$ cat src/logic/ebh_pkg.sv
// Purpose: Shared constants and types for the external bus halt and arbitration block
// Assumes: 16-bit external data bus, active-low pins
// Notes: Show-cycle encodings and state enums live here
`default_nettype none

package ebh_pkg;

  // ----------------------------------------------------------
  // Show-cycle control field
  // ----------------------------------------------------------
  localparam logic [1:0] SHOW_OFF = 2'h0;
  localparam logic [1:0] SHOW_ON = 2'h1;
  localparam logic [1:0] SHOW_HALT = 2'h2;
  localparam logic [1:0] SHOW_RST = SHOW_OFF;

  // ----------------------------------------------------------
  // Transfer sizes in bytes and reset values
  // ----------------------------------------------------------
  localparam logic [2:0] XFER_NONE = 3'h0;
  localparam logic [2:0] XFER_BYTE = 3'h1;
  localparam logic [2:0] XFER_WORD = 3'h2;
  localparam logic [15:0] DATA_RST = 16'h0000;
  localparam logic [5:0] PIN_N_RST = 6'h3f;
  localparam logic [31:0] WORD_RST = 32'h0000_0000;

  // ----------------------------------------------------------
  // State machines
  // ----------------------------------------------------------
  typedef enum logic [2:0] {BC_IDLE, BC_ADDR, BC_STRB, BC_TERM, BC_STOP, BC_RETRY} ebh_bc_state_type;
  typedef enum logic [1:0] {AR_IDLE, AR_GRANT, AR_OWNED, AR_REGRANT} ebh_arb_state_type;

endpackage : ebh_pkg

`default_nettype wire

$ cat src/logic/ebh_arb_if.sv
// Purpose: Carrier between bus controller and arbiter
// Assumes: All signals on i_mclk
// Notes: req and ack are already synchronised
`default_nettype none

interface ebh_arb_if;
  logic req;
  logic ack;
  logic idle_ok;
  logic grant;
  logic float;
  modport arb (input req, input ack, input idle_ok, output grant, output float);
  modport ctl (output req, output ack, output idle_ok, input grant, input float);
endinterface : ebh_arb_if

`default_nettype wire

$ cat src/logic/ebh_sync.sv
// Purpose: Two-flop synchroniser for a group of pin inputs
// Assumes: Inputs are asynchronous to i_mclk
// Notes: Only the second stage is visible outside
`default_nettype none

module ebh_sync #(
  parameter int W = 1,
  parameter logic [W-1:0] INIT = '0
) (
  // Clock and reset
  input wire logic i_mclk,
  input wire logic i_rst,
  // Data
  input wire logic [W-1:0] i_d,
  output logic [W-1:0] o_q
);

  logic [W-1:0] meta_reg;

  always_ff @(posedge i_mclk or posedge i_rst) begin
    if (i_rst) begin
      meta_reg <= INIT;
      o_q <= INIT;
    end else begin
      meta_reg <= i_d;
      o_q <= meta_reg;
    end
  end

endmodule : ebh_sync

`default_nettype wire

$ cat src/logic/ebh_arb.sv
// Purpose: Bus arbiter, device has lowest priority
// Assumes: Request and acknowledge are synchronised and active high
// Notes: grant is registered one clock after the state that changes it
`default_nettype none

module ebh_arb import ebh_pkg::*; (
  // Clock and reset
  input wire logic i_mclk,
  input wire logic i_rst,
  // Controller side
  ebh_arb_if.arb arb
);

  ebh_arb_state_type st_reg;
  ebh_arb_state_type st_next;
  logic grant_reg;

  always_comb begin
    st_next = st_reg;
    case (st_reg)
      AR_IDLE: begin
        if (arb.req && arb.idle_ok) begin
          st_next = AR_GRANT;
        end
      end
      AR_GRANT: begin
        if (arb.ack) begin
          st_next = AR_OWNED;
        end else if (!arb.req) begin
          st_next = AR_IDLE;
        end
      end
      AR_OWNED: begin
        if (!arb.ack) begin
          st_next = AR_IDLE;
        end else if (arb.req) begin
          st_next = AR_REGRANT;
        end
      end
      AR_REGRANT: begin
        if (!arb.ack) begin
          st_next = arb.req ? AR_GRANT : AR_IDLE;
        end
      end
      default: st_next = AR_IDLE;
    endcase
  end

  always_ff @(posedge i_mclk or posedge i_rst) begin
    if (i_rst) begin
      st_reg <= AR_IDLE;
      grant_reg <= 1'b0;
    end else begin
      st_reg <= st_next;
      grant_reg <= (st_reg == AR_GRANT) || (st_reg == AR_REGRANT);
    end
  end

  assign arb.grant = grant_reg;
  assign arb.float = (st_reg != AR_IDLE);

endmodule : ebh_arb

`default_nettype wire

$ cat src/logic/ebh_top.sv
// Purpose: External bus controller with stop handshake, arbitration and show cycles
// Assumes: One clock i_mclk at 250 MHz; pins are active low; 16-bit data bus
// Notes: Output enables are active low; all outputs are registered
`default_nettype none

module ebh_top import ebh_pkg::*; #(
  parameter int ADDR_W = 24
) (
  // Clock and reset
  input wire logic i_mclk,
  input wire logic i_rst,
  // CPU external cycle request
  input wire logic i_cyc_req,
  input wire logic i_cyc_rw,
  input wire logic [ADDR_W-1:0] i_cyc_addr,
  input wire logic [2:0] i_cyc_fc,
  input wire logic [2:0] i_cyc_size,
  input wire logic [31:0] i_cyc_wdata,
  input wire logic i_locked_rmw_cycle,
  // CPU cycle answers
  output logic o_cyc_done,
  output logic o_cyc_err,
  output logic [31:0] o_cyc_rdata,
  output logic o_stop_hold,
  output logic o_int_stall,
  // Internal bus activity
  input wire logic i_int_valid,
  input wire logic [ADDR_W-1:0] i_int_addr,
  input wire logic [2:0] i_int_fc,
  input wire logic [1:0] i_int_size,
  input wire logic i_int_rw,
  input wire logic [15:0] i_int_data,
  // Show-cycle control
  input wire logic i_show_wr,
  input wire logic [1:0] i_show_cycle_enable,
  // Bus termination pins
  input wire logic [1:0] i_data_size_ack_n,
  input wire logic i_bus_error_n,
  input wire logic i_stop_req_n,
  // Arbitration pins
  input wire logic i_bus_request_n,
  input wire logic i_grant_ack_n,
  output logic o_bus_grant_n,
  // Address and control pins
  output logic o_address_strobe_n,
  output logic o_data_strobe_n,
  output logic [ADDR_W-1:0] o_addr,
  output logic [2:0] o_fc,
  output logic [1:0] o_transfer_size,
  output logic o_rw,
  output logic o_ctl_oe_n,
  // Data pins
  input wire logic [15:0] i_data,
  output logic [15:0] o_data,
  output logic o_data_oe_n
);

  // ----------------------------------------------------------
  // Parameter check
  // ----------------------------------------------------------
  if (ADDR_W < 16 || ADDR_W > 32) begin : g_chk
    $error("ADDR_W must lie between 16 and 32");
  end

  // ----------------------------------------------------------
  // Pin synchronisers
  // ----------------------------------------------------------
  logic [21:0] sy;

  ebh_sync #(
    .W(22),
    .INIT({DATA_RST, PIN_N_RST})
  ) u_sync (
    .i_mclk(i_mclk),
    .i_rst(i_rst),
    .i_d({i_data, i_grant_ack_n, i_bus_request_n, i_stop_req_n, i_bus_error_n, i_data_size_ack_n}),
    .o_q(sy)
  );

  wire [1:0] s_data_size_ack_n = sy[1:0];
  wire s_bus_error = ~sy[2];
  wire s_halt = ~sy[3];
  wire s_req = ~sy[4];
  wire s_ack = ~sy[5];
  wire [15:0] s_d = sy[21:6];

  // ----------------------------------------------------------
  // Arbiter
  // ----------------------------------------------------------
  ebh_arb_if arb_if ();

  ebh_arb u_arb (
    .i_mclk(i_mclk),
    .i_rst(i_rst),
    .arb(arb_if.arb)
  );

  ebh_bc_state_type st_reg;
  ebh_bc_state_type st_next;

  wire float = arb_if.float;
  wire bc_between = (st_reg == BC_IDLE) || (st_reg == BC_STOP) || (st_reg == BC_RETRY);

  assign arb_if.req = s_req;
  assign arb_if.ack = s_ack;
  assign arb_if.idle_ok = bc_between && !i_locked_rmw_cycle;

  // ----------------------------------------------------------
  // Cycle registers
  // ----------------------------------------------------------
  logic [2:0] rem_reg;
  logic [ADDR_W-1:0] addr_reg;
  logic [2:0] fc_reg;
  logic rw_reg;
  logic [31:0] wsh_reg;
  logic [31:0] rdat_reg;
  logic [1:0] show_reg;

  wire ack_any = ~&s_data_size_ack_n;
  wire port8 = s_data_size_ack_n[1];
  // A request still high beside done or err belongs to the finished operand
  wire req_new = i_cyc_req && !o_cyc_done && !o_cyc_err;
  wire start = (st_reg == BC_IDLE) && req_new && !float && !s_halt && !s_req && !s_bus_error;
  wire resume = !float && !s_req && !s_halt && !s_bus_error;
  wire cap = (st_reg == BC_STRB) && ack_any && !s_bus_error;
  wire [2:0] nb = (port8 || rem_reg == XFER_BYTE) ? XFER_BYTE : XFER_WORD;
  wire [7:0] byte_in = (port8 || !addr_reg[0]) ? s_d[15:8] : s_d[7:0];
  wire [5:0] align = 6'h20 - {i_cyc_size, 3'h0};

  wire [31:0] wsh_init = i_cyc_wdata << align;
  wire [31:0] wsh_cap = (nb == XFER_BYTE) ? {wsh_reg[23:0], 8'h00} : {wsh_reg[15:0], 16'h0000};
  wire [31:0] rdat_cap = (nb == XFER_BYTE) ? {rdat_reg[23:0], byte_in} : {rdat_reg[15:0], s_d};

  wire [2:0] rem_next = start ? i_cyc_size : (cap ? rem_reg - nb : rem_reg);
  wire [ADDR_W-1:0] addr_next = start ? i_cyc_addr : (cap ? addr_reg + ADDR_W'(nb) : addr_reg);
  wire [2:0] fc_next = start ? i_cyc_fc : fc_reg;
  wire rw_next = start ? i_cyc_rw : rw_reg;
  wire [31:0] wsh_next = start ? wsh_init : (cap ? wsh_cap : wsh_reg);
  wire [31:0] rdat_next = start ? WORD_RST : (cap ? rdat_cap : rdat_reg);
  wire [1:0] show_next = i_show_wr ? i_show_cycle_enable : show_reg;

  // ----------------------------------------------------------
  // Bus cycle sequencer
  // ----------------------------------------------------------
  always_comb begin
    st_next = st_reg;
    case (st_reg)
      BC_IDLE: begin
        if (start) begin
          st_next = BC_ADDR;
        end
      end
      BC_ADDR: st_next = BC_STRB;
      BC_STRB: begin
        if (s_bus_error && s_halt) begin
          st_next = BC_RETRY;
        end else if (s_bus_error) begin
          st_next = BC_IDLE;
        end else if (ack_any) begin
          st_next = BC_TERM;
        end
      end
      BC_TERM: begin
        if (!ack_any) begin
          if (rem_reg == XFER_NONE) begin
            st_next = BC_IDLE;
          end else if (s_halt && !rem_reg[0]) begin
            st_next = BC_STOP;
          end else begin
            st_next = BC_ADDR;
          end
        end
      end
      BC_STOP: begin
        if (resume) begin
          st_next = BC_ADDR;
        end
      end
      BC_RETRY: begin
        if (resume) begin
          st_next = BC_ADDR;
        end
      end
      default: st_next = BC_IDLE;
    endcase
  end

  // ----------------------------------------------------------
  // Pin next values
  // ----------------------------------------------------------
  wire ext_nx = (st_next != BC_IDLE);
  wire show_now = (show_reg != SHOW_OFF) && i_int_valid && !ext_nx && !float;
  wire wr_drv = ext_nx && !rw_next && (st_next == BC_ADDR || st_next == BC_STRB);
  wire in_cycle = (st_next == BC_ADDR) || (st_next == BC_STRB) || (st_next == BC_TERM);

  wire as_n_nx = !(st_next == BC_STRB);
  wire ds_n_nx = !((st_next == BC_STRB) || show_now);
  wire load_pin = (st_next == BC_ADDR);
  wire hold_pin = ext_nx || float || !i_int_valid;
  wire [ADDR_W-1:0] addr_pin = load_pin ? addr_next : (hold_pin ? o_addr : i_int_addr);
  wire [2:0] fc_pin = load_pin ? fc_next : (hold_pin ? o_fc : i_int_fc);
  wire [1:0] siz_pin = load_pin ? rem_next[1:0] : (hold_pin ? o_transfer_size : i_int_size);
  wire rw_pin = load_pin ? rw_next : (hold_pin ? o_rw : i_int_rw);
  wire [15:0] wr_word = (rem_next == XFER_BYTE) ? {wsh_next[31:24], wsh_next[31:24]} : wsh_next[31:16];
  wire [15:0] data_pin = show_now ? i_int_data : wr_word;
  wire data_oe_n_nx = !(!float && (wr_drv || show_now));

  // ----------------------------------------------------------
  // Registers
  // ----------------------------------------------------------
  always_ff @(posedge i_mclk or posedge i_rst) begin
    if (i_rst) begin
      st_reg <= BC_IDLE;
      rem_reg <= XFER_NONE;
      addr_reg <= '0;
      fc_reg <= 3'h0;
      rw_reg <= 1'b1;
      wsh_reg <= WORD_RST;
      rdat_reg <= WORD_RST;
      show_reg <= SHOW_RST;
    end else begin
      st_reg <= st_next;
      rem_reg <= rem_next;
      addr_reg <= addr_next;
      fc_reg <= fc_next;
      rw_reg <= rw_next;
      wsh_reg <= wsh_next;
      rdat_reg <= rdat_next;
      show_reg <= show_next;
    end
  end

  always_ff @(posedge i_mclk or posedge i_rst) begin
    if (i_rst) begin
      o_address_strobe_n <= 1'b1;
      o_data_strobe_n <= 1'b1;
      o_addr <= '0;
      o_fc <= 3'h0;
      o_transfer_size <= 2'h0;
      o_rw <= 1'b1;
      o_ctl_oe_n <= 1'b1;
      o_data <= DATA_RST;
      o_data_oe_n <= 1'b1;
    end else begin
      o_address_strobe_n <= as_n_nx;
      o_data_strobe_n <= ds_n_nx;
      o_addr <= addr_pin;
      o_fc <= fc_pin;
      o_transfer_size <= siz_pin;
      o_rw <= rw_pin;
      o_ctl_oe_n <= float;
      o_data <= data_pin;
      o_data_oe_n <= data_oe_n_nx;
    end
  end

  always_ff @(posedge i_mclk or posedge i_rst) begin
    if (i_rst) begin
      o_cyc_done <= 1'b0;
      o_cyc_err <= 1'b0;
      o_cyc_rdata <= WORD_RST;
      o_stop_hold <= 1'b0;
      o_int_stall <= 1'b0;
      o_bus_grant_n <= 1'b1;
    end else begin
      o_cyc_done <= (st_reg == BC_TERM) && !ack_any && (rem_reg == XFER_NONE);
      o_cyc_err <= (st_reg == BC_STRB) && s_bus_error && !s_halt;
      o_cyc_rdata <= rdat_next;
      o_stop_hold <= s_halt && !in_cycle;
      o_int_stall <= (show_reg == SHOW_HALT) && float;
      o_bus_grant_n <= !arb_if.grant;
    end
  end

endmodule : ebh_top

`default_nettype wire

$ cat config.mk
export PLATFORM = sky130hd
export DESIGN_NAME = ebh_top
export DESIGN_NICKNAME = d
export VERILOG_FILES = /design/src/logic/ebh_pkg.sv /design/src/logic/ebh_arb_if.sv /design/src/logic/ebh_sync.sv /design/src/logic/ebh_arb.sv /design/src/logic/ebh_top.sv
export SDC_FILE = /design/constraint.sdc
export NUM_CORES = 1
export LEC_CHECK = 0
export ABC_AREA = 1
export BUFFER_PORTS_ARGS = -buffer_cell sky130_fd_sc_hd__buf_2
export CAP_MARGIN = 20
export CORE_MARGIN = 8
export CORE_UTILIZATION = 45
export DETAILED_ROUTE_END_ITERATION = 7
export GPL_ROUTABILITY_DRIVEN = 0
export PLACE_DENSITY = 0.67
export RECOVER_POWER = 25
export SETUP_SLACK_MARGIN = 0.1
export SLEW_MARGIN = 20
export SYNTH_ARGS = -nofsm -noshare
export SYNTH_HDL_FRONTEND = slang
export SYNTH_SLANG_ARGS = --single-unit
$ cat constraint.sdc
create_clock -name i_mclk -period 7.5 [get_ports i_mclk]
set_input_delay 0 -clock i_mclk [delete_from_list [all_inputs] [get_ports i_mclk]]
set_output_delay 0 -clock i_mclk [all_outputs]
set_load 0.03 [all_outputs]
# After elaboration in Yosys (flattened, before gate mapping)
# Cells that the tools add are included.
[totals] reg_bits=202 wordCells=159
[classes] n_addsub=3 n_eq_ne=20 shifts=1 mux=41 n_bitwise=3 n_reduce_logical=64
[op_table] op="$mux W32" n=6
[op_table] op="$mux W24" n=4
[op_table] op="$mux W3" n=13
[op_table] op="$shl A32 B6 Y32" n=1
[op_table] op="$logic_and A1 B1 Y1" n=28
[op_table] op="$add A24 B2 Y24" n=1
[op_table] op="$mux W2" n=9
[op_table] op="$mux W16" n=1
[op_table] op="$mux W8" n=2
[op_table] op="$logic_not A1 Y1" n=15
[op_table] op="$pmux W3 S5" n=1
[op_table] op="$eq A3 B1 Y1 const B" n=4
[op_table] op="$eq A3 B2 Y1 const B" n=4
[op_table] op="$logic_or A1 B1 Y1" n=11
[op_table] op="$pmux W2 S4" n=1
[op_table] op="$eq A2 B2 Y1 const B" n=3
[op_table] op="$eq A3 B3 Y1 const B" n=2
[op_table] op="$logic_not A3 Y1" n=2
[op_table] op="$ne A3 B3 Y1 const B" n=2
[op_table] op="$reduce_bool A2 Y1" n=3
[op_table] op="$sub A6 B6 Y6 const A" n=1
[op_table] op="$eq A2 B1 Y1 const B" n=2
[op_table] op="$mux W1" n=4
[op_table] op="$ne A2 B2 Y1 const B" n=2
[op_table] op="other kinds (8)" n=10

# Longest topological paths before layout
[logic_depth] word_depth=17 ltp_mapped=19

# Modules after synthesis
# From an unflattened synthesis, not the netlist that was laid out.
[unflattened] cells_unflattened=1263 hier_area_um2=9888.2
[modules_own_cells] module="ebh_top" n_inst=1 cells_each=1190 area_per_inst_um2=8588.2 seq_area_each_um2=3887.5
[modules_own_cells] module="ebh_sync" n_inst=1 cells_each=45 area_per_inst_um2=1119.8 seq_area_each_um2=1116.1
[modules_own_cells] module="ebh_arb" n_inst=1 cells_each=28 area_per_inst_um2=180.2 seq_area_each_um2=75.1

# Worst setup path before layout
# No wires, ideal clock.
[synth_path] path_type="register to register" startpoint="reg rem_reg[1]" endpoint="reg o_addr[18]" setup_ns=0.117 arrival_ns=2.699 required_ns=7.383 path_slack_ns=4.684 stages_incl_launch_ff=19 n_path_buf=2 synth_period_minus_slack_ns=2.816 cell_sequence="dfrtp_1 -> inv_1 -> nand3_1 -> nand2_1 -> clkbuf_1 -> buf_1 -> ha_1 -> fa_1 -> nand3_1 -> inv_1 -> nand2_1 -> nor2_4 -> nand3_2 -> nor2_1 -> nand2_1 -> nand3_1 -> nand2_1 -> nor2_1 -> nor2_1"
[synth_rtl] item="from (decl)" line_no="ebh_top.sv:111" source="logic [2:0] rem_reg;"
[synth_rtl] item="from (signal assigned)" line_no="ebh_top.sv:223" source="rem_reg <= rem_next;"
[synth_rtl] item="$eq A3 B1 Y1" line_no="ebh_top.sv:126" source="wire [2:0] nb = (port8 || rem_reg == XFER_BYTE) ? XFER_BYTE : XFER_WORD;"
[synth_rtl] item="$logic_or A1 B1 Y1" line_no="ebh_top.sv:126"
[synth_rtl] item="$mux W2" line_no="ebh_top.sv:126"
[synth_rtl] item="$add A24 B2 Y24" line_no="ebh_top.sv:135" source="wire [ADDR_W-1:0] addr_next = start ? i_cyc_addr : (cap ? addr_reg + ADDR_W'(nb) : addr_reg);"
[synth_rtl] item="$mux W24 (2 in a row)" line_no="ebh_top.sv:135"
[synth_rtl] item="net addr_next[18]" line_no="ebh_top.sv:135"
[synth_rtl] item="$mux W24" line_no="ebh_top.sv:200" source="wire [ADDR_W-1:0] addr_pin = load_pin ? addr_next : (hold_pin ? o_addr : i_int_addr);"
[synth_rtl] item="to (signal assigned)" line_no="ebh_top.sv:247" source="o_addr <= addr_pin;"
[synth_rtl] item="to (decl)" line_no="ebh_top.sv:47" source="output logic [ADDR_W-1:0] o_addr,"
# The timed path passes the listed nets, and every way through them passes these cells.
# A chain may end at the register's enable or synchronous reset.

==> summary.txt <==
First-pass GRT wire length: 50.21 mm
Die height: 165.6 um
Syn Area/Cell: 8.015 sq um
Crit-path slowest cell: clkinvlp_2
R2R Path End: o_addr[3]
Deepest level of the CTS H-tree: 1
Crit path max fanout: 123
Final nets: 1,720
Largest net degree at the start of global routing: 124
Biggest cell delay along the critical path: 2.98 ns
P per Cell Area: 360.1 nW/um^2
Synth async-reset ratio: 100.0%
DP Wirelength: 21.25 mm
Final hold slack: 0.02385 ns
Hold buffers post-CTS: 127
Worst skew pair latency: 0.51 ns
Slew Limit Fails: 124
Peak supply drop: 0.2296 mV
FF-to-FF path depth: 11
Static Leak: 6.740 nW
Worst r2r src: u_sync.o_q[1]
Cell Chain, Critical Path: dlygate4sd3_1, buf_2, clkinvlp_2
Worst slew pin tran: 5.453 ns
Post-CTS Setup Bufs: 0
Root buf cell: clkbuf_16
Port bufs: 225
Fin cells: 1,873
Final wirelength: 31.86 mm
Seq/Total Area, Yosys: 50.45%
Ys flop type: dfrtp_1
Antenna viol nets, final: 0
Synthesis Warnings: 0
DP Cell Count: 1,702
Synth top area cells: dfrtp_1 45%, nand2_1 13%, nand3_1 7.0%, dfstp_2 5.0%, inv_1 4.4%
Fin. Hold Viols: 0
Synth top cells by count: 357 x nand2_1, 183 x dfrtp_1, 140 x nand3_1
Initial DRC Count: 740
Drt drc: 0
Layout cells sized above 1: 20.48%
Failing checks: capacitance limit, slew limit
Vias per inst: 5.211
Resized cells post-CTS: 0
Fmax: 240.3 MHz
Pre-CTS setup slack: 3.872 ns
Top cell type's share of synthesized area: 45.49%
Post-Syn Nets: 1,401
Worst-case clock buffer depth: 3
Hold path startpoint: i_cyc_wdata[27]
Worst-path clk slew: 0.06 ns
Critical Path RT: 7.12 ns
Reg-to-reg slack, setup: 3.57 ns
Die Area: 27,410 sq um
Number of synthesized flops with an enable pin: 0
Crit path launch type: input pin
DR vias: 9,760
Distinct cells, synth: 47
CTS Buf Count: 23
Critical Path AT: 3.79 ns
Crit. End Element: asynchronous set/reset pin
# rows: 54
Final worst setup slack: 3.338 ns
GR Overflow Total: 0
Most common cell in the netlist: nand2_1
Skew final: 0.007883 ns
Fillers: 1,934
Core ar.: 21,890 sq um
RSZ-0062 raised after global routing: no
TNS Setup: 0 ns
TritonCTS clock tree: done
Die X: 165.6 um
Status: finished with violations
Final Cycle Share: 55.50%
WHS Path Cells: 5
Synth Instances: 1,256
Finish-stage setup viols: 0
Routed wire per std cell: 17.01 um
Vias in the first global route: 9,841
Pre-Repair DR Iteration Count: 6
Ports: 226
Fin crit period: 4.162 ns
Rel. slew slack: -265.5%
Initial Util: 45.99%
Area leader, netlist: dfrtp_1
Final core occ: 60.72%
Worst Hold Class: input pin to register
Clock sinks: 202
FF+latch count, synth: 202
Total of max-cap violations: 1
Total Routing Usage GR: 22.84%
Layout area overhead: 32.03%
Hold EP: wsh_reg[27]
Post-Syn Area: 10,070 sq um
Initial antenna violation count: 1
Crit path kind: input pin to asynchronous set/reset pin
cells in the final DEF, fill, tap and decap left out, types with 7 or more instances in the layout:
cell | synthesis | layout
a21oi_1 | 37 | 37
o211ai_1 | 21 | 21
inv_1 | 119 | 118
clkbuf_16 | 0 | 23
dlygate4sd3_1 | 0 | 127
nor2_1 | 79 | 78
dfrtp_1 | 183 | 183
o22ai_1 | 16 | 16
nand2_1 | 357 | 356
nand4_1 | 29 | 29
nor3_1 | 13 | 13
nand2_2 | 7 | 8
buf_2 | 23 | 223
dfstp_2 | 19 | 17
o21ai_0 | 89 | 89
clkbuf_1 | 28 | 8
o31ai_1 | 7 | 7
nand3_1 | 140 | 140
stage by stage:
stage,total power [mW],cell area [sq um]
after floorplan,3.051,10070
final,4.786,13290
after detailed placement,3.613,11270
after global routing,5.100,13290
after global placement,3.584,11270
after CTS,4.803,13280
power breakdown:
group	switching, mW	internal (mW)	total, mW
clock	0.447	0.650	1.10
combinational	1.36	0.620	1.98
sequential	0.241	1.47	1.71
layer usage:
metal	vias to the layer above	share of wire, %	GRT usage (%)
met3	83	7.1	4.313
li1	4746	-	-
met1	4558	42	29.43
met4	2	3.5	9.334
met5	-	0.038	0
met2	371	48	37.27
cell type report:
cell class	count	area [sq um]	area share [%]
antenna	1	2.502	0.01883
clock buffer	34	666.9	5.017
clock inverter	8	72.57	0.5460
inverter	128	484.2	3.643
multi-input combinational	862	4193	31.54
sequential	202	5079	38.21
tap	280	350.3	2.636
timing repair buffer	358	2444	18.38
cell families after synthesis:
group,count (synthesis),synth area share [%]
flip-flops,202,50.45
AO/OA/AOI/OAI,193,10.92
adder cells (fa/ha/maj),6,0.8949
AND/OR/NAND/NOR,659,29.43
buffers and inverters,192,7.954
XOR/XNOR,4,0.3481
critical path: cells and delay by family:
kind / cells / cell delay (ns)
buffers and inverters: 3 / 3.63
worst max path at each step:
stage,start,endpoint,slack [ns],cells after the start
floorplan,i_rst,addr_reg[0],2.02,1
global placement,u_sync.o_q[1],o_data[6],3.99,12
detailed placement,u_sync.o_q[1],o_data[4],3.87,12
CTS,u_sync.o_q[1],o_addr[3],3.59,11
global route,i_rst,o_data[4],2.45,3
finish,i_rst,o_addr[20],3.34,3
Note: power is estimated with default switching activity, not from simulation.
